<file path="src/fsk_discriminator.sv">
`timescale 1ns/10ps
package cid_pkg;

  // Clock and line timing
  localparam int CLK_PERIOD_NS = 25;
  localparam int BIT_TIME_NS   = 833333; // One bit at 1200 baud
  localparam int HALF_MIN_NS   = 200000; // Half period at 2500 Hz
  localparam int HALF_MAX_NS   = 500000; // Half period at 1000 Hz
  localparam int HALF_SPLIT_NS = 294118; // Half period at 1700 Hz
  localparam int BIT_CYCLES    = BIT_TIME_NS / CLK_PERIOD_NS;
  localparam int HALF_MIN_CYC  = (HALF_MIN_NS + CLK_PERIOD_NS - 1)
                                 / CLK_PERIOD_NS;
  localparam int HALF_MAX_CYC  = HALF_MAX_NS / CLK_PERIOD_NS;
  localparam int HALF_SPLIT_CYC = HALF_SPLIT_NS / CLK_PERIOD_NS;
  localparam int CNT_W         = 17;

  // Carrier needs this many in-band half periods
  localparam logic [3:0] CD_EDGES = 4'h8;

  // Register map
  localparam int          ADDR_W      = 4;
  localparam logic [3:0]  ADDR_CTRL   = 4'h0;
  localparam logic [3:0]  ADDR_STATUS = 4'h4;
  localparam logic [3:0]  ADDR_BYTE   = 4'h8;
  localparam logic [1:0]  RESP_OKAY   = 2'h0;
  localparam logic [1:0]  RESP_SLVERR = 2'h2;

  // Serial word
  localparam logic [3:0]  WORD_BITS   = 4'h8;
  localparam logic [2:0]  LAST_BIT    = 3'h7;

  // Synchroniser lanes
  localparam int SY_RING  = 0;
  localparam int SY_RC    = 1;
  localparam int SY_TONE  = 2;
  localparam int SY_GUARD = 3;
  localparam int SY_LINE  = 4;
  localparam int SY_SCLK  = 5;
  localparam int SYNC_N   = 6;

  typedef struct packed {
    logic power_down;
    logic demod_enable;
    logic mode;
  } ctrl_t;

  localparam ctrl_t CTRL_RESET = 3'h0;

  typedef struct packed {
    logic int_active;
    logic tone_qualified;
    logic tone_early;
    logic call_arrival_n;
    logic byte_ready_n;
    logic carrier_present_n;
  } status_t;

  typedef enum logic [1:0] {FR_IDLE, FR_START, FR_DATA, FR_STOP} frame_t;

endpackage

module fsk_discriminator
  import cid_pkg::*;
#(
  parameter int HALF_MIN   = HALF_MIN_CYC,
  parameter int HALF_MAX   = HALF_MAX_CYC,
  parameter int HALF_SPLIT = HALF_SPLIT_CYC
)
(
  // Clock and reset
  input  wire logic sys_clk_i,
  input  wire logic sys_rst_i,
  // Control and synchronised line comparator
  input  wire logic enable_i,
  input  wire logic line_sq_i,
  // Recovered bit and carrier
  output logic      mark_o,
  output logic      carrier_o
);

  localparam logic [CNT_W-1:0] MIN_C   = CNT_W'(HALF_MIN);
  localparam logic [CNT_W-1:0] MAX_C   = CNT_W'(HALF_MAX);
  localparam logic [CNT_W-1:0] SPLIT_C = CNT_W'(HALF_SPLIT);
  localparam logic [CNT_W-1:0] STALL_C = CNT_W'(HALF_MAX + 1);

  logic             sq_d_ff;
  logic [CNT_W-1:0] span_ff;
  logic [3:0]       good_ff;
  logic             mark_ff;

  wire line_edge = line_sq_i ^ sq_d_ff;
  wire in_band   = (span_ff >= MIN_C) && (span_ff <= MAX_C);
  wire stalled   = (span_ff == STALL_C);
  wire good_full = (good_ff == CD_EDGES);

  // Half-period timer saturates: a dead line reads out of band
  always_ff @(posedge sys_clk_i)
  begin
    if (sys_rst_i || !enable_i || line_edge)
      span_ff <= '0;
    else if (!stalled)
      span_ff <= span_ff + CNT_W'(1);
  end

  // Long half period is the low tone: mark in both standards
  always_ff @(posedge sys_clk_i)
  begin
    sq_d_ff <= line_sq_i;
    if (sys_rst_i || !enable_i)
      mark_ff <= 1'b1;
    else if (line_edge && in_band)
      mark_ff <= (span_ff > SPLIT_C);
  end

  // Carrier needs a run of in-band halves; noise bursts fail
  always_ff @(posedge sys_clk_i)
  begin
    if (sys_rst_i || !enable_i || stalled)
      good_ff <= '0;
    else if (line_edge && !in_band)
      good_ff <= '0;
    else if (line_edge && !good_full)
      good_ff <= good_ff + 4'h1;
  end

  assign mark_o    = mark_ff;
  assign carrier_o = good_full;

endmodule

</file>
<file path="src/caller_id_serial_status_interface.sv">
`timescale 1ns/10ps
module caller_id_serial_status_interface
  import cid_pkg::*;
#(
  parameter int BIT_CYC    = BIT_CYCLES,
  parameter int HALF_MIN   = HALF_MIN_CYC,
  parameter int HALF_MAX   = HALF_MAX_CYC,
  parameter int HALF_SPLIT = HALF_SPLIT_CYC
)
(
  // Clock and reset
  input  wire logic              sys_clk_i,
  input  wire logic              sys_rst_i,
  // AXI4-Lite write channels
  input  wire logic [ADDR_W-1:0] s_axi_awaddr_i,
  input  wire logic              s_axi_awvalid_i,
  output logic                   s_axi_awready_o,
  input  wire logic [31:0]       s_axi_wdata_i,
  input  wire logic [3:0]        s_axi_wstrb_i,
  input  wire logic              s_axi_wvalid_i,
  output logic                   s_axi_wready_o,
  output logic [1:0]             s_axi_bresp_o,
  output logic                   s_axi_bvalid_o,
  input  wire logic              s_axi_bready_i,
  // AXI4-Lite read channels
  input  wire logic [ADDR_W-1:0] s_axi_araddr_i,
  input  wire logic              s_axi_arvalid_i,
  output logic                   s_axi_arready_o,
  output logic [31:0]            s_axi_rdata_o,
  output logic [1:0]             s_axi_rresp_o,
  output logic                   s_axi_rvalid_o,
  input  wire logic              s_axi_rready_i,
  // Ring and reversal trigger path
  input  wire logic              ring_sense_in_i,
  input  wire logic              hold_rc_node_i,
  output logic                   hold_rc_node_o,
  output logic                   hold_rc_node_oe_o,
  output logic                   call_arrival_out_o,
  // Dual tone alert path
  input  wire logic              tone_pair_det_i,
  input  wire logic              guard_time_node_i,
  output logic                   tone_early_out_o,
  output logic                   tone_qualified_out_o,
  // FSK line and serial host interface
  input  wire logic              fsk_line_sq_i,
  input  wire logic              shift_clock_in_i,
  output logic                   serial_data_o,
  output logic                   byte_ready_n_o,
  output logic                   carrier_present_n_o,
  // Open-drain interrupt
  output logic                   int_n_o,
  output logic                   int_n_oe_o
);

  localparam logic [CNT_W-1:0] BIT_C  = CNT_W'(BIT_CYC - 1);
  localparam logic [CNT_W-1:0] HALF_C = CNT_W'(BIT_CYC / 2 - 1);

  ////////////////////////////////////////////////////////////////////////////
  // Input synchronisers

  logic [SYNC_N-1:0] meta_ff;
  logic [SYNC_N-1:0] sync_ff;
  logic              sclk_d_ff;

  wire [SYNC_N-1:0] raw_in = {shift_clock_in_i, fsk_line_sq_i,
                              guard_time_node_i, tone_pair_det_i,
                              hold_rc_node_i, ring_sense_in_i};

  // Two flops on every pin lane before any use
  always_ff @(posedge sys_clk_i)
  begin
    meta_ff   <= sys_rst_i ? '0 : raw_in;
    sync_ff   <= sys_rst_i ? '0 : meta_ff;
    sclk_d_ff <= sys_rst_i ? 1'b0 : sync_ff[SY_SCLK];
  end

  ////////////////////////////////////////////////////////////////////////////
  // Control register and its decode

  ctrl_t ctrl_ff;

  wire active    = !ctrl_ff.power_down;
  wire demod_on  = active && ctrl_ff.demod_enable;
  wire byte_mode = ctrl_ff.mode;
  wire sclk_rise = sync_ff[SY_SCLK] && !sclk_d_ff;

  ////////////////////////////////////////////////////////////////////////////
  // Ring and reversal trigger; kept alive through power-down

  logic call_n_ff;
  logic rc_oe_ff;
  logic od_low_ff;

  // Low while ringing or until the RC node recharges
  wire nxt_call_n = !(sync_ff[SY_RING] || !sync_ff[SY_RC]);

  always_ff @(posedge sys_clk_i)
  begin
    call_n_ff <= sys_rst_i ? 1'b1 : nxt_call_n;
    rc_oe_ff  <= sys_rst_i ? 1'b0 : sync_ff[SY_RING]; // Discharge cap
    od_low_ff <= 1'b0; // Open-drain pins only ever pull low
  end

  ////////////////////////////////////////////////////////////////////////////
  // Dual tone steering outputs

  logic tone_early_ff;
  logic tone_qual_ff;

  // Qualified follows the guard node comparator; dropping it re-arms
  always_ff @(posedge sys_clk_i)
  begin
    tone_early_ff <= !sys_rst_i && active && sync_ff[SY_TONE];
    tone_qual_ff  <= !sys_rst_i && active
                     && sync_ff[SY_GUARD];
  end

  ////////////////////////////////////////////////////////////////////////////
  // FSK discriminator and carrier detect

  logic mark;
  logic carrier;
  logic carrier_n_ff;

  fsk_discriminator #(
    .HALF_MIN   (HALF_MIN),
    .HALF_MAX   (HALF_MAX),
    .HALF_SPLIT (HALF_SPLIT)
  ) u_disc (
    .sys_clk_i  (sys_clk_i),
    .sys_rst_i  (sys_rst_i),
    .enable_i   (demod_on),
    .line_sq_i  (sync_ff[SY_LINE]),
    .mark_o     (mark),
    .carrier_o  (carrier)
  );

  always_ff @(posedge sys_clk_i)
  begin
    carrier_n_ff <= sys_rst_i || !carrier;
  end

  ////////////////////////////////////////////////////////////////////////////
  // Character framer: start bit, eight data bits, stop bit

  frame_t           fr_ff;
  frame_t           nxt_fr;
  logic [CNT_W-1:0] tmr_ff;
  logic [CNT_W-1:0] nxt_tmr;
  logic [2:0]       idx_ff;
  logic [7:0]       rx_ff;
  logic [7:0]       last_byte_ff;

  wire tmr_zero  = (tmr_ff == '0);
  wire [CNT_W-1:0] tmr_dec = tmr_ff - CNT_W'(1);
  wire take_bit  = (fr_ff == FR_DATA) && tmr_zero;
  wire byte_done = (fr_ff == FR_STOP) && tmr_zero && mark;

  // Start checked mid-bit so data samples land mid-bit
  always_comb
  begin
    nxt_fr  = fr_ff;
    nxt_tmr = tmr_zero ? BIT_C : tmr_dec;
    unique case (fr_ff)
      FR_IDLE:
      begin
        nxt_tmr = HALF_C;
        if (carrier && !mark)
          nxt_fr = FR_START;
      end
      FR_START:
        if (tmr_zero)
          nxt_fr = mark ? FR_IDLE : FR_DATA;
      FR_DATA:
        if (tmr_zero && idx_ff == LAST_BIT)
          nxt_fr = FR_STOP;
      FR_STOP:
        if (tmr_zero)
          nxt_fr = FR_IDLE;
    endcase
    if (!carrier)
      nxt_fr = FR_IDLE;
  end

  always_ff @(posedge sys_clk_i)
  begin
    fr_ff  <= sys_rst_i ? FR_IDLE : nxt_fr;
    tmr_ff <= sys_rst_i ? '0 : nxt_tmr;
    if (sys_rst_i || fr_ff == FR_START)
      idx_ff <= '0;
    else if (take_bit)
      idx_ff <= idx_ff + 3'h1;
  end

  // Line order is LSB first, so shift in from the top
  always_ff @(posedge sys_clk_i)
  begin
    if (sys_rst_i)
      rx_ff <= '0;
    else if (take_bit)
      rx_ff <= {mark, rx_ff[7:1]};
    last_byte_ff <= sys_rst_i ? '0 : (byte_done ? rx_ff : last_byte_ff);
  end

  ////////////////////////////////////////////////////////////////////////////
  // Host serial port: raw stream in mode 0, clocked byte in mode 1

  logic [7:0] out_ff;
  logic [3:0] left_ff;
  logic       ready_n_ff;
  logic       sdata_ff;

  wire word_mode = active && byte_mode;
  wire load_word = word_mode && byte_done;
  wire shift_one = word_mode && !ready_n_ff && sclk_rise;
  wire last_out  = shift_one && (left_ff == 4'h1);

  // New word mid read-out overwrites the old: host was late
  always_ff @(posedge sys_clk_i)
  begin
    if (sys_rst_i || !word_mode)
    begin
      out_ff     <= '0;
      left_ff    <= '0;
      ready_n_ff <= 1'b1;
    end
    else if (load_word)
    begin
      out_ff     <= rx_ff;
      left_ff    <= WORD_BITS;
      ready_n_ff <= 1'b0;
    end
    else if (shift_one)
    begin
      out_ff     <= {1'b0, out_ff[7:1]};
      left_ff    <= left_ff - 4'h1;
      ready_n_ff <= last_out;
    end
  end

  // Mode 0 passes the demodulated bit with no framing at all
  wire nxt_sdata = word_mode ? out_ff[0] : (!demod_on || mark);

  always_ff @(posedge sys_clk_i)
  begin
    sdata_ff <= sys_rst_i ? 1'b1 : nxt_sdata;
  end

  ////////////////////////////////////////////////////////////////////////////
  // Combined interrupt

  logic int_oe_ff;

  // Level OR: held until every source is inactive; all lag one cycle
  wire int_want = !call_n_ff || !ready_n_ff || tone_qual_ff;

  always_ff @(posedge sys_clk_i)
  begin
    int_oe_ff <= !sys_rst_i && int_want;
  end

  ////////////////////////////////////////////////////////////////////////////
  // AXI4-Lite slave

  logic              aw_have_ff;
  logic              w_have_ff;
  logic [ADDR_W-1:0] aw_addr_ff;
  logic [31:0]       w_data_ff;
  logic [3:0]        w_strb_ff;
  logic              awready_ff;
  logic              wready_ff;
  logic              bvalid_ff;
  logic [1:0]        bresp_ff;
  logic              arready_ff;
  logic              rvalid_ff;
  logic [31:0]       rdata_ff;
  logic [1:0]        rresp_ff;
  status_t           status;

  assign status = '{int_active:        int_oe_ff,
                    tone_qualified:    tone_qual_ff,
                    tone_early:        tone_early_ff,
                    call_arrival_n:    call_n_ff,
                    byte_ready_n:      ready_n_ff,
                    carrier_present_n: carrier_n_ff};

  wire aw_take   = s_axi_awvalid_i && awready_ff;
  wire w_take    = s_axi_wvalid_i && wready_ff;
  wire commit    = aw_have_ff && w_have_ff && !bvalid_ff;
  wire b_done    = bvalid_ff && s_axi_bready_i;
  wire nxt_bval  = commit || (bvalid_ff && !b_done);
  wire nxt_aw    = (aw_have_ff || aw_take) && !commit;
  wire nxt_w     = (w_have_ff || w_take) && !commit;
  wire wr_ctrl   = commit && aw_addr_ff == ADDR_CTRL && w_strb_ff[0];
  wire wr_known  = aw_addr_ff == ADDR_CTRL || aw_addr_ff == ADDR_STATUS
                   || aw_addr_ff == ADDR_BYTE;
  wire ar_take   = s_axi_arvalid_i && arready_ff;
  wire r_done    = rvalid_ff && s_axi_rready_i;
  wire nxt_rval  = ar_take || (rvalid_ff && !r_done);
  wire rd_ctrl   = s_axi_araddr_i == ADDR_CTRL;
  wire rd_stat   = s_axi_araddr_i == ADDR_STATUS;
  wire rd_byte   = s_axi_araddr_i == ADDR_BYTE;
  wire [31:0] rd_word = rd_ctrl ? {29'h0, ctrl_ff}
                      : rd_stat ? {26'h0, status}
                      : rd_byte ? {24'h0, last_byte_ff} : 32'h0;

  // AW and W land in either order; commit once both held
  always_ff @(posedge sys_clk_i)
  begin
    aw_have_ff <= !sys_rst_i && nxt_aw;
    w_have_ff  <= !sys_rst_i && nxt_w;
    awready_ff <= !sys_rst_i && !nxt_aw && !nxt_bval;
    wready_ff  <= !sys_rst_i && !nxt_w && !nxt_bval;
    bvalid_ff  <= !sys_rst_i && nxt_bval;
    aw_addr_ff <= aw_take ? s_axi_awaddr_i : aw_addr_ff;
    w_data_ff  <= w_take ? s_axi_wdata_i : w_data_ff;
    w_strb_ff  <= w_take ? s_axi_wstrb_i : w_strb_ff;
    if (commit)
      bresp_ff <= wr_known ? RESP_OKAY : RESP_SLVERR;
  end

  // Only control bits are writable; other writes are ignored
  always_ff @(posedge sys_clk_i)
  begin
    if (sys_rst_i)
      ctrl_ff <= CTRL_RESET;
    else if (wr_ctrl)
      ctrl_ff <= w_data_ff[2:0];
  end

  always_ff @(posedge sys_clk_i)
  begin
    arready_ff <= !sys_rst_i && !nxt_rval;
    rvalid_ff  <= !sys_rst_i && nxt_rval;
    if (ar_take)
    begin
      rdata_ff <= rd_word;
      rresp_ff <= (rd_ctrl || rd_stat || rd_byte) ? RESP_OKAY : RESP_SLVERR;
    end
  end

  ////////////////////////////////////////////////////////////////////////////
  // Output wiring

  assign s_axi_awready_o      = awready_ff;
  assign s_axi_wready_o       = wready_ff;
  assign s_axi_bvalid_o       = bvalid_ff;
  assign s_axi_bresp_o        = bresp_ff;
  assign s_axi_arready_o      = arready_ff;
  assign s_axi_rvalid_o       = rvalid_ff;
  assign s_axi_rdata_o        = rdata_ff;
  assign s_axi_rresp_o        = rresp_ff;
  assign hold_rc_node_o       = od_low_ff;
  assign hold_rc_node_oe_o    = rc_oe_ff;
  assign call_arrival_out_o   = call_n_ff;
  assign tone_early_out_o     = tone_early_ff;
  assign tone_qualified_out_o = tone_qual_ff;
  assign serial_data_o        = sdata_ff;
  assign byte_ready_n_o       = ready_n_ff;
  assign carrier_present_n_o  = carrier_n_ff;
  assign int_n_o              = od_low_ff;
  assign int_n_oe_o           = int_oe_ff;

endmodule

</file>
<file path="config.mk">
export PLATFORM = sky130hd
export DESIGN_NAME = caller_id_serial_status_interface
export DESIGN_NICKNAME = d
export VERILOG_FILES = /design/src/fsk_discriminator.sv /design/src/caller_id_serial_status_interface.sv
export SDC_FILE = /design/constraint.sdc
export NUM_CORES = 1
export LEC_CHECK = 0
export BUFFER_PORTS_ARGS = -buffer_cell sky130_fd_sc_hd__buf_2
export CORE_MARGIN = 2
export CORE_UTILIZATION = 45
export DETAILED_ROUTE_END_ITERATION = 8
export GPL_ROUTABILITY_DRIVEN = 0
export GPL_TIMING_DRIVEN = 0
export MAX_ROUTING_LAYER = met4
export PLACE_DENSITY = 0.76
export SYNTH_ARGS = -nofsm -noshare
export SYNTH_HDL_FRONTEND = slang
export SYNTH_HIERARCHICAL = 1
export SYNTH_SLANG_ARGS = --single-unit
</file>
<file path="constraint.sdc">
create_clock -name sys_clk_i -period 2.7 [get_ports sys_clk_i]
set_input_delay 0.135 -clock sys_clk_i [delete_from_list [all_inputs] [get_ports sys_clk_i]]
set_output_delay 0.135 -clock sys_clk_i [all_outputs]
set_load 0.01 [all_outputs]
</file>
==> key figures, run 1 <==
Yosys
  – Post-synth top cells: dfxtp_1 (104), nor2_1 (60), mux2i_1 (31)
  – EDFF count, synth: 18
  – Most common cell in the netlist: dfxtp_1
  – Share of synthesized flip-flops with an asynchronous set or reset: 0
  – Sequential element share of the synthesized area: 0.4707
  – Most used DFF post-synth: dfxtp_1
  – Post-Syn Area per Cell: 9.775 µm²
  – Leading area contributor after synthesis: dfxtp_1
  – Top-area cell type share of the netlist area: 0.3737
  – Ys Warns: 6
  – Area contributors post-synth: dfxtp_1 (37%), edfxtp_1 (9.7%), mux2i_1 (5.6%)
  – Synth Instances: 570
  – Post-synth cell types: 65
  – Register bit count reported by yosys: 122
  – Synthesized area: 0.005572 mm²

Timing
  – # setup viols final: 0
  – F_max: 0.4542 GHz
  – Total negative slack: 0 ns
  – Unrepaired setup endpoints after global routing: no
  – Fin crit period: 2.202 ns
  – Final Max Tran Viols: 0
  – Tcrit/Tclk final: 0.8155
  – Clock skew: 0.01073 ns
  – Worst Max-Slew Pin Slew: 0.7857 ns
  – Final Hold Fails: 0
  – Worst slew margin: 0.4714

Clock network
  – CTS clk-pin slew, worst paths: 0.06 ns
  – CTS Buf Count: 17
  – Setup bufs post-CTS: 0
  – Worst-Skew Late Latency: 0.42 ns
  – Hold-fix buffers at CTS: 15
  – CTS tree: yes
  – Clk sinks: 122
  – Clock Path Buffers: 2
  – Root buf cell: clkbuf_16
  – Htree depth: 4
  – Post-cts resize count: 0

Critical path
  – Req. time, crit path: 3.04 ns
  – Critical path endpoint: last_byte_ff[3]
  – Worst path top cell family by delay: simple AND/OR/NAND/NOR gates
  – Reg2reg path depth: 7
  – CP bufs+invs: 2
  – Endpoint class of the critical path: register
  – Type of origin of the critical path: register
  – WP data arrival: 2.54 ns
  – Worst path max stage delay: 0.48 ns
  – Crit Path Max Fanout: 10
  – Reg-to-Reg End: last_byte_ff[3]
  – Worst setup path startpoint: tmr_ff[0]
  – WS Path Type: register to register
  – R2R setup slack: 0.50 ns
  – Cell Chain, Critical Path: inv_1, ha_1, nor3b_2, nand3_4, nor4_4, buf_6, mux2i_1
  – Crit-path slowest cell: nor3b_2
  – Critical path depth: 7
  – Reg2reg start: tmr_ff[0]

Floorplan
  – Total die area: 0.01329 mm²
  – DIE HEIGHT: 115.3 µm
  – Die span in x: 115.3 µm
  – Initial Utilization: 0.4619
  – I/O pins: 108
  – Core region area: 0.01206 mm²
  – # rows: 40

Detailed routing
  – Vias per std cell: 5.122
  – Final Routed Wirelength: 12.40 mm
  – Post-route ant nets: 0
  – Pre-antenna DRT Iters: 6
  – Drt drc: 0
  – DR iter-0 viols: 280
  – Vias: 4,400
  – DR WL/cell: 14.43 µm

Hold path
  – Worst Hold Class: input pin to register
  – HP Start: s_axi_araddr_i[1]
  – Hold Crit Depth: 3

Outcome
  – Status: finished clean

GRT
  – GRT Total Usage: 0.1932
  – Global-route wire length before repair: 19.37 mm
  – Gr ovfl total: 0
  – Initial antenna violation count: 1
  – Vias in the first global route: 4,226
  – Largest net degree at the start of global routing: 17

Pwr
  – Switching part of the total: 0.2088
  – Total power draw: 4.609 mW
  – Leak: 2.719 nW
  – Int Pwr: 3.647 mW
  – Worst vdd ir: 0.0005470 V
  – Reg power frac: 0.414
  – Cell Pwr Density: 667.3 mW/mm²
  – Switching pwr: 0.9624 mW
  – Clock power share: 0.537
  – Combinational share of power: 0.049

Final layout
  – Core Util, Final: 0.5727
  – Share of cells above drive strength 1: 0.1870
  – Nets@finish: 744
  – Area growth syn-to-layout: 23.98%

Placed design
  – Detailed placement HPWL: 8.229 mm
  – Port Buffers: 46

Flow run
  – Number of max-cap violations: 0
-- per-stage QoR --
step / instances / hold WS, ns / setup WS [ns] / instance area, µm²
final: 859 / 0.008951 / 0.4983 / 6908
after global routing: 859 / 0.01055 / 0.2692 / 6908
after CTS: 858 / 0.001533 / 0.4867 / 6905
after detailed placement: 811 / 0.3137 / 0.5157 / 6113
after global placement: 811 / 0.3125 / 0.5833 / 6113
after floorplan: 597 / 0.2339 / 0.8474 / 5673
-- how the worst min path moves through the flow --
stage and endpoint:
2_1_floorplan aw_addr_ff[0], 3_3_place_gp aw_addr_ff[3], 3_5_place_dp aw_addr_ff[2], 4_1_cts s_axi_rresp_o[1]
5_1_grt s_axi_rresp_o[1], 6_report s_axi_rresp_o[1]
-- power by group through the flow --
stage	registers (mW)	clock network, mW	logic (mW)
final	1.91	2.48	0.226
after global routing	1.91	2.58	0.245
after CTS	1.90	2.48	0.222
after detailed placement	1.94	0	0.202
after global placement	1.94	0	0.196
after floorplan	1.94	0	0.141
-- sequential cells by signal (all words and copies together), names as in the netlist, 6 cells and up, named ones only --
| signal | cells |
|---|---|
| tmr_ff | 17 |
| u_disc/span_ff | 17 |
| last_byte_ff | 8 |
| out_ff | 8 |
| rx_ff | 8 |
| s_axi_rdata_o | 8 |
| meta_ff | 6 |
| sync_ff | 6 |
-- cell type report --
| class | instances | area (µm²) |
|---|---|---|
| Fill cell | 1013 | 5154 |
| Sequential cell | 122 | 2623 |
| Inverter | 14 | 52.55 |
| Timing Repair Buffer | 61 | 380.4 |
| Clock inverter | 12 | 195.2 |
| Clock buffer | 20 | 446.7 |
| Tap cell | 168 | 210.2 |
| Multi-Input combinational cell | 406 | 2651 |
| Buffer | 55 | 346.6 |
| Antenna cell | 1 | 2.502 |
-- logic make-up (layout without fill, tap and decap cells) --
kind of cell,after synthesis,count (layout),share of synthesized area
buf+inv,69,162,0.07163
other cells,1,29,0.0006731
compound gates,77,77,0.09140
fa+ha+maj,10,10,0.02246
simple gates,233,233,0.2412
xor+xnor,26,26,0.04424
flops,122,122,0.4707
mux,32,32,0.05771
-- layout by cell type, fill, tap and decap left out, types with 4 or more instances in the layout --
cell,count
dlygate4sd3_1,15
clkbuf_1,20
a31oi_1,9
or4_1,5
xnor2_1,9
nand2_1,25
nand2b_1,29
buf_6,4
nor2b_1,22
or3_1,6
nand4_1,10
edfxtp_1,18
inv_1,14
nor2_1,60
o41ai_1,8
conb_1,28
or2_2,4
nor4b_1,4
nor4_1,8
o21ai_0,9
a21oi_1,28
xor2_1,16
mux2i_1,31
buf_4,28
nor3_1,11
bufinv_16,5
clkbuf_16,17
nand3_1,12
buf_2,50
and3_1,5
and2_1,8
ha_1,10
dfxtp_1,104
-- metal layers --
layer / up-vias / track usage / wire (µm)
met2: 102 / 0.3349 / 6509
met4: 0 / 0.06426 / 125
met5: - / - / 0
li1: 2159 / - / -
met1: 2128 / 0.2148 / 5290
met3: 11 / 0.05271 / 471
-- tightest hold or removal path, stage by stage --
cell	delay (ns)
buf_2	0.08
nor2_1	0.05
nand2_1	0.05
Note: power is estimated with default switching activity, not from simulation.
==> inputs of run 2 (changes only) <==
--- a/config.mk
+++ b/config.mk
@@ -5,6 +5,7 @@
 export SDC_FILE = /design/constraint.sdc
 export NUM_CORES = 1
 export LEC_CHECK = 0
+export ABC_AREA = 1
 export BUFFER_PORTS_ARGS = -buffer_cell sky130_fd_sc_hd__buf_2
 export CORE_MARGIN = 2
 export CORE_UTILIZATION = 45
@@ -12,7 +13,7 @@
 export GPL_ROUTABILITY_DRIVEN = 0
 export GPL_TIMING_DRIVEN = 0
 export MAX_ROUTING_LAYER = met4
-export PLACE_DENSITY = 0.76
+export PLACE_DENSITY = 0.79
 export SYNTH_ARGS = -nofsm -noshare
 export SYNTH_HDL_FRONTEND = slang
 export SYNTH_HIERARCHICAL = 1
==> constraint.sdc (replaced) <==
create_clock -name sys_clk_i -period 1.98 [get_ports sys_clk_i]
set_input_delay 0.099 -clock sys_clk_i [delete_from_list [all_inputs] [get_ports sys_clk_i]]
set_output_delay 0.099 -clock sys_clk_i [all_outputs]
set_load 0.01 [all_outputs]
==> key figures, run 2 <==
GRT
  – Initial antenna violation count: 1 (unchanged)
  – Global-route wire length before repair: 18.94 mm (-2.2%)
  – Largest net degree at the start of global routing: 17 (unchanged)
  – GRT Total Usage: 0.1854 (-0.007825)
  – Vias in the first global route: 4,377 (+3.6%)
  – Gr ovfl total: 0 (unchanged)

Yosys
  – Ys Warns: 6 (unchanged)
  – Synth Instances: 710 (+25%)
  – Top-area cell type share of the netlist area: 0.3736 (about the same)
  – Synthesized area: 0.005573 mm² (about the same)
  – Leading area contributor after synthesis: dfxtp_1
  – Sequential element share of the synthesized area: 0.4706 (about the same)
  – Post-Syn Area per Cell: 7.849 µm² (-20%)
  – EDFF count, synth: 18 (unchanged)
  – Post-synth top cells: inv_1 (111), nand2_1 (111), dfxtp_1 (104)
  – Register bit count reported by yosys: 122 (unchanged)
  – Share of synthesized flip-flops with an asynchronous set or reset: 0 (unchanged)
  – Post-synth cell types: 39 (-40%)
  – Area contributors post-synth: dfxtp_1 (37%), edfxtp_1 (9.7%), inv_1 (7.5%)
  – Most used DFF post-synth: dfxtp_1

Pwr
  – Cell Pwr Density: 888.4 mW/mm² (+33%)
  – Worst vdd ir: 0.0004921 V (-10%)
  – Leak: 2.969 nW (+9.2%)
  – Total power draw: 6.157 mW (+34%)

Detailed routing
  – DR iter-0 viols: 234 (-16%)
  – Drt drc: 0 (unchanged)
  – Vias per std cell: 4.668 (-8.9%)
  – Final Routed Wirelength: 11.21 mm (-9.6%)
  – M1 wire length: 5.119 mm (-3.2%)
  – Met3 WL: 519 µm (+10%)
  – Max Used Layer: met4
  – DR WL/cell: 11.18 µm (-23%)
  – Vias: 4,677 (+6.3%)
  – Pre-antenna DRT Iters: 5 (-1)
  – Metal2 WL: 5.274 mm (-19%)
  – Post-route ant nets: 0 (unchanged)

Final layout
  – Nets@finish: 887 (+19%)
  – Share of cells above drive strength 1: 0.1801 (-0.006884)
  – Biggest regs: tmr_ff x17, u_disc/span_ff x17
  – Area growth syn-to-layout: 24.36%
  – Layout Cells excl Fill: 1,002 (+17%)
  – Most frequent cells in the layout: inv_1 (111), nand2_1 (111), dfxtp_1 (104)

Critical path
  – WS Path Type: input pin to register
  – Reg2reg path depth: 11 (+4)
  – Endpoint class of the critical path: register
  – WP data arrival: 2.01 ns (-0.53 ns)
  – R2R setup slack: 0.15 ns (-0.35 ns)
  – Reg2reg start: tmr_ff[0]
  – Reg-to-Reg End: tmr_ff[10]
  – Type of origin of the critical path: input pin
  – Req. time, crit path: 2.14 ns (-0.90 ns)
  – Crit Path Max Fanout: 3 (-7)

Clock network
  – Worst-Skew Late Latency: 0.41 ns (about the same)
  – Root buf cell: clkbuf_16
  – Clock Path Buffers: 2 (unchanged)
  – CTS tree: yes
  – Clk sinks: 122 (unchanged)
  – CTS clk-pin slew, worst paths: 0.05 ns (about the same)
  – Setup bufs post-CTS: 0 (unchanged)
  – CTS Buf Count: 17 (unchanged)
  – Htree depth: 4 (unchanged)

Floorplan
  – Total die area: 0.01329 mm² (about the same)
  – I/O pins: 108 (unchanged)
  – # rows: 40 (unchanged)
  – DIE HEIGHT: 115.3 µm (about the same)
  – Die span in x: 115.3 µm (about the same)
  – Initial Utilization: 0.4620 (about the same)
  – Core region area: 0.01206 mm² (unchanged)

Timing
  – F_max: 0.5400 GHz
  – # setup viols final: 0 (unchanged)
  – Fin crit period: 1.852 ns
  – Clock skew: 0.009353 ns (-0.001374 ns)
  – Final Hold Fails: 0 (unchanged)
  – Tcrit/Tclk final: 0.9353
  – Total negative slack: 0 ns (unchanged)
  – Worst Max-Slew Pin Slew: 0.8753 ns (+0.08954 ns)
  – Unrepaired setup endpoints after global routing: no
  – Final Max Tran Viols: 0 (unchanged)
  – Hold slack final: 0.01859 ns (+0.009637 ns)
  – Worst slew margin: 0.4111 (-0.06024)

Hold path
  – Hold Crit Depth: 5 (+2)
  – Endpoint, Worst Hold: s_axi_arready_o
  – HP Start: s_axi_rready_i
  – Worst Hold Class: input pin to register

Flow run
  – Number of max-cap violations: 0 (unchanged)

Outcome
  – Status: finished clean

Placed design
  – Post-placement cell count: 952 (+17%)
  – Detailed placement HPWL: 7.936 mm (-3.6%)
  – Port Buffers: 47 (+2.2%)
[run 2: cell count changes in the layout (fill, tap and decap cells not counted), sizes merged, moves of 8 or more]
| cell | delta |
|---|---|
| mux2i | -31 |
| nand3 | +30 |
| nor2 | +42 |
| nand2b | -29 |
| clkbuf | -13 |
| o41ai | -8 |
| nand2 | +94 |
| inv | +102 |
| nor2b | -22 |
| o21ai | +27 |
| and2 | -8 |
| a21oi | +25 |
[run 2: report_power, final]
group	switching, mW	total [mW]	internal (mW)
Clock	1.06	3.29	2.23
Combinational	0.154	0.283	0.129
Sequential	0.0223	2.59	2.56
[run 2: per-layer routing]
metal,track usage,up-vias
li1,-,2430
met1,0.2176,2099
met2,0.2925,122
met3,0.05061,26
met4,0.09317,0
met5,-,-
[run 2: area by class of cell]
| class | instances | area, µm² |
|---|---|---|
| fill | 1064 | 5131 |
| clock inverter | 12 | 196.4 |
| multi-input combinational | 454 | 2315 |
| tap | 168 | 210.2 |
| buffer | 42 | 295.3 |
| timing repair buffer | 64 | 405.4 |
| sequential | 122 | 2623 |
| clock buffer | 20 | 436.7 |
| antenna | 1 | 2.502 |
| inverter | 119 | 446.7 |
[run 2: repair_timing]
item,4_1_cts,5_1_grt
endpoints found under the setup margin,0,2
endpoints found under the hold margin,15,0
hold buffers,17,0
resized for setup,0,2
[run 2: worst max-delay path by stage]
stage / start / end / slack [ns] / cells past startpoint
after floorplan: tmr_ff[0] / last_byte_ff[6] / 0.40 / 10
after global placement: tmr_ff[0] / tmr_ff[10] / 0.18 / 11
after detailed placement: tmr_ff[0] / tmr_ff[13] / 0.15 / 11
after CTS: s_axi_araddr_i[0] / s_axi_rresp_o[1] / 0.1 / 6
after global routing: tmr_ff[0] / last_byte_ff[6] / 0.003 / 10
final: s_axi_araddr_i[0] / s_axi_rresp_o[1] / 0.13 / 6
[run 2: through the flow]
stage / setup slack [ns] / cell area, µm² / util
global placement: 0.1817 / 6120 / 0.5074
CTS: 0.09562 / 6923 / 0.5740
floorplan: 0.3950 / 5674 / -
global route: 0.002526 / 6930 / 0.5746
finish: 0.1282 / 6930 / 0.5746
detailed placement: 0.1470 / 6120 / 0.5074
[run 2: worst max-delay path: stages]
cell and delay, ns:
dlygate4sd3_1 0.53, buf_2 0.13, nor2_2 0.11, dlygate4sd3_1 0.56, nand2_1 0.04, dlygate4sd3_1 0.54
[run 2: logic make-up (layout without fill, tap and decap cells)]
family	count (synthesis)	count (layout)	synth area share
AOI/OAI and AO/OA	104	104	0.1004
xor gates and xnor gates	16	16	0.02649
adders and majority gates	10	10	0.02245
buffers and inverters	161	257	0.1331
DFF	122	122	0.4706
other	1	29	0.0006729
and+or+nand+nor	296	296	0.2463
==> inputs of run 3 (changes only) <==
--- a/config.mk
+++ b/config.mk
@@ -7,7 +7,6 @@
 export LEC_CHECK = 0
 export ABC_AREA = 1
 export BUFFER_PORTS_ARGS = -buffer_cell sky130_fd_sc_hd__buf_2
-export CORE_MARGIN = 2
 export CORE_UTILIZATION = 45
 export DETAILED_ROUTE_END_ITERATION = 8
 export GPL_ROUTABILITY_DRIVEN = 0
==> key figures, run 3 (synthesized netlist as in run 2, its figures left out) <==
Outcome
  – Status: finished clean

Placed design
  – Placed Instance Area: 0.006120 mm² (unchanged)
  – Detailed placement HPWL: 7.765 mm (-2.2%)
  – Post-placement cell count: 952 (unchanged)
  – Port Buffers: 47 (unchanged)

Critical path
  – Endpoint class of the critical path: register
  – Crit-path slowest cell: dlygate4sd3_1
  – Req. time, crit path: 2.14 ns (about the same)
  – Cell Chain, Critical Path: dlygate4sd3_1, buf_2, nor2_2, dlygate4sd3_1, nand2_1, dlygate4sd3_1
  – Worst path top cell family by delay: buffers and inverters
  – CP dominant cell by count: dlygate4sd3_1
  – Critical path depth: 6 (unchanged)
  – WS Path Type: input pin to register
  – CP bufs+invs: 4 (unchanged)
  – Type of origin of the critical path: input pin
  – Reg2reg path depth: 4 (-7)
  – Crit Path Max Fanout: 3 (unchanged)
  – Worst path max stage delay: 0.57 ns (about the same)
  – WP data arrival: 2.04 ns (+0.03 ns)

Detailed routing
  – Vias: 4,597 (-1.7%)
  – Post-route ant nets: 0 (unchanged)
  – Pre-antenna DRT Iters: 5 (unchanged)
  – Final Routed Wirelength: 11.06 mm (-1.3%)
  – Drt drc: 0 (unchanged)
  – DR iter-0 viols: 280 (+20%)
  – DR WL/cell: 11.02 µm (-1.4%)
  – Vias per std cell: 4.583 (-1.8%)

Final layout
  – Nets@finish: 888 (+0.11%)
  – Most frequent cells in the layout: inv_1 (111), nand2_1 (110), dfxtp_1 (104)
  – Biggest regs: tmr_ff x17, u_disc/span_ff x17
  – Layout Cells excl Fill: 1,003 (+0.10%)
  – Filler instances: 1,066 (+0.19%)
  – Share of cells above drive strength 1: 0.1835 (+0.003381)
  – Most common cell after layout, fill and taps aside: inv_1
  – Fin area: 0.006867 mm² (-0.92%)
  – Area growth syn-to-layout: 23.22%

Timing
  – Final Max Tran Viols: 0 (unchanged)
  – Total negative slack: 0 ns (unchanged)
  – Unrepaired setup endpoints after global routing: no
  – Tcrit/Tclk final: 0.9489 (+0.01362)
  – # setup viols final: 0 (unchanged)
  – F_max: 0.5323 GHz (-1.4%)
  – Worst Max-Slew Pin Slew: 0.9915 ns (+0.1163 ns)
  – Worst slew margin: 0.3329 (-0.07822)
  – Clock skew: 0.007625 ns (-0.001728 ns)
  – Fin crit period: 1.879 ns (+0.02697 ns)
  – Final Hold Fails: 0 (unchanged)

Clock network
  – CTS tree: yes
  – Root buf cell: clkbuf_16
  – Htree depth: 4 (unchanged)
  – Clock Path Buffers: 2 (unchanged)
  – Worst-Skew Late Latency: 0.41 ns (about the same)
  – CTS clk-pin slew, worst paths: 0.05 ns (about the same)
  – CTS Buf Count: 17 (unchanged)
  – Clk sinks: 122 (unchanged)

Flow run
  – Number of max-cap violations: 0 (unchanged)

Floorplan
  – Core region area: 0.01206 mm² (unchanged)
  – Die span in x: 113.3 µm (-1.7%)
  – DIE HEIGHT: 113.3 µm (-1.7%)
  – Total die area: 0.01283 mm² (-3.4%)
  – I/O pins: 108 (unchanged)
  – # rows: 40 (unchanged)
  – Initial Utilization: 0.4620 (unchanged)

Pwr
  – Cell Pwr Density: 835.6 mW/mm² (-5.9%)
  – Leak: 2.952 nW (-0.56%)
  – Worst vdd ir: 0.0005146 V (+4.6%)

GRT
  – Initial antenna violation count: 1 (unchanged)
  – Vias in the first global route: 4,275 (-2.3%)
  – Global-route wire length before repair: 18.51 mm (-2.3%)
  – Gr ovfl total: 0 (unchanged)
  – Largest net degree at the start of global routing: 17 (unchanged)
  – GRT Total Usage: 0.1904 (+0.005023)

Hold path
  – Worst Hold Class: input pin to register
  – Hold Crit Depth: 3 (-2)
run 3: area by class of cell:
| cell class | instances | area [µm²] | share of cell area |
|---|---|---|---|
| inverter | 119 | 446.7 | 0.06505 |
| timing repair buffer | 65 | 415.4 | 0.06050 |
| clock buffer | 21 | 460.4 | 0.06706 |
| antenna | 1 | 2.502 | 0.0003644 |
| buffer | 42 | 295.3 | 0.04300 |
| clock inverter | 11 | 96.34 | 0.01403 |
| tap | 168 | 210.2 | 0.03061 |
| multi-input combinational | 454 | 2317 | 0.3375 |
| sequential | 122 | 2623 | 0.3819 |
run 3: path summary, 6_finish.rpt:
kind,from,endpoint,slack [ns]
min,sys_rst_i,byte_ready_n_o,0.03
max reg2reg,aw_have_ff,byte_mode,0.18
max,s_axi_araddr_i[1],s_axi_rresp_o[1],0.10
min reg2reg,sync_ff[4],u_disc/sq_d_ff,0.38
run 3: what timing repair did:
| item | 4_1_cts | 5_1_grt |
|---|---|---|
| endpoints found under the hold margin | 16 | 0 |
| hold buffers | 18 | 0 |
| buffers inserted | 0 | 0 |
| resized for setup | 0 | 3 |
| setup endpoints to repair | 0 | 4 |
run 3: layer usage:
layer | up-vias | share of wire | global-route usage
li1 | 2429 | - | -
met1 | 2023 | 0.45 | 0.2161
met2 | 130 | 0.48 | 0.3157
met3 | 15 | 0.049 | 0.04821
met4 | 0 | 0.020 | 0.08772
met5 | - | 0 | -
run 3: worst register-to-register path: cells and delay by family (launching register included):
kind | cells | cell delay (ns)
compound gates | 2 | 0.37
flops | 1 | 0.36
simple gates | 2 | 1.00
run 3: report_power, final:
part           total [mW]  switching (mW)  internal [mW]
Sequential           2.59          0.0226           2.56
Clock                2.87            1.08           1.78
Combinational       0.285           0.155          0.130
Total                5.74            1.26           4.48
run 3: stage by stage:
step | hold slack (ns) | worst slack, ns | utilization | total power [mW]
floorplan | 0.1979 | 0.3950 | - | 2.816
global placement | 0.2776 | 0.1846 | 0.5074 | 2.886
detailed placement | 0.2771 | 0.1462 | 0.5074 | 2.891
CTS | 0.004988 | 0.1074 | 0.5685 | 5.768
global route | 0.03718 | 0.0001250 | 0.5693 | 5.915
finish | 0.03137 | 0.1012 | 0.5693 | 5.738
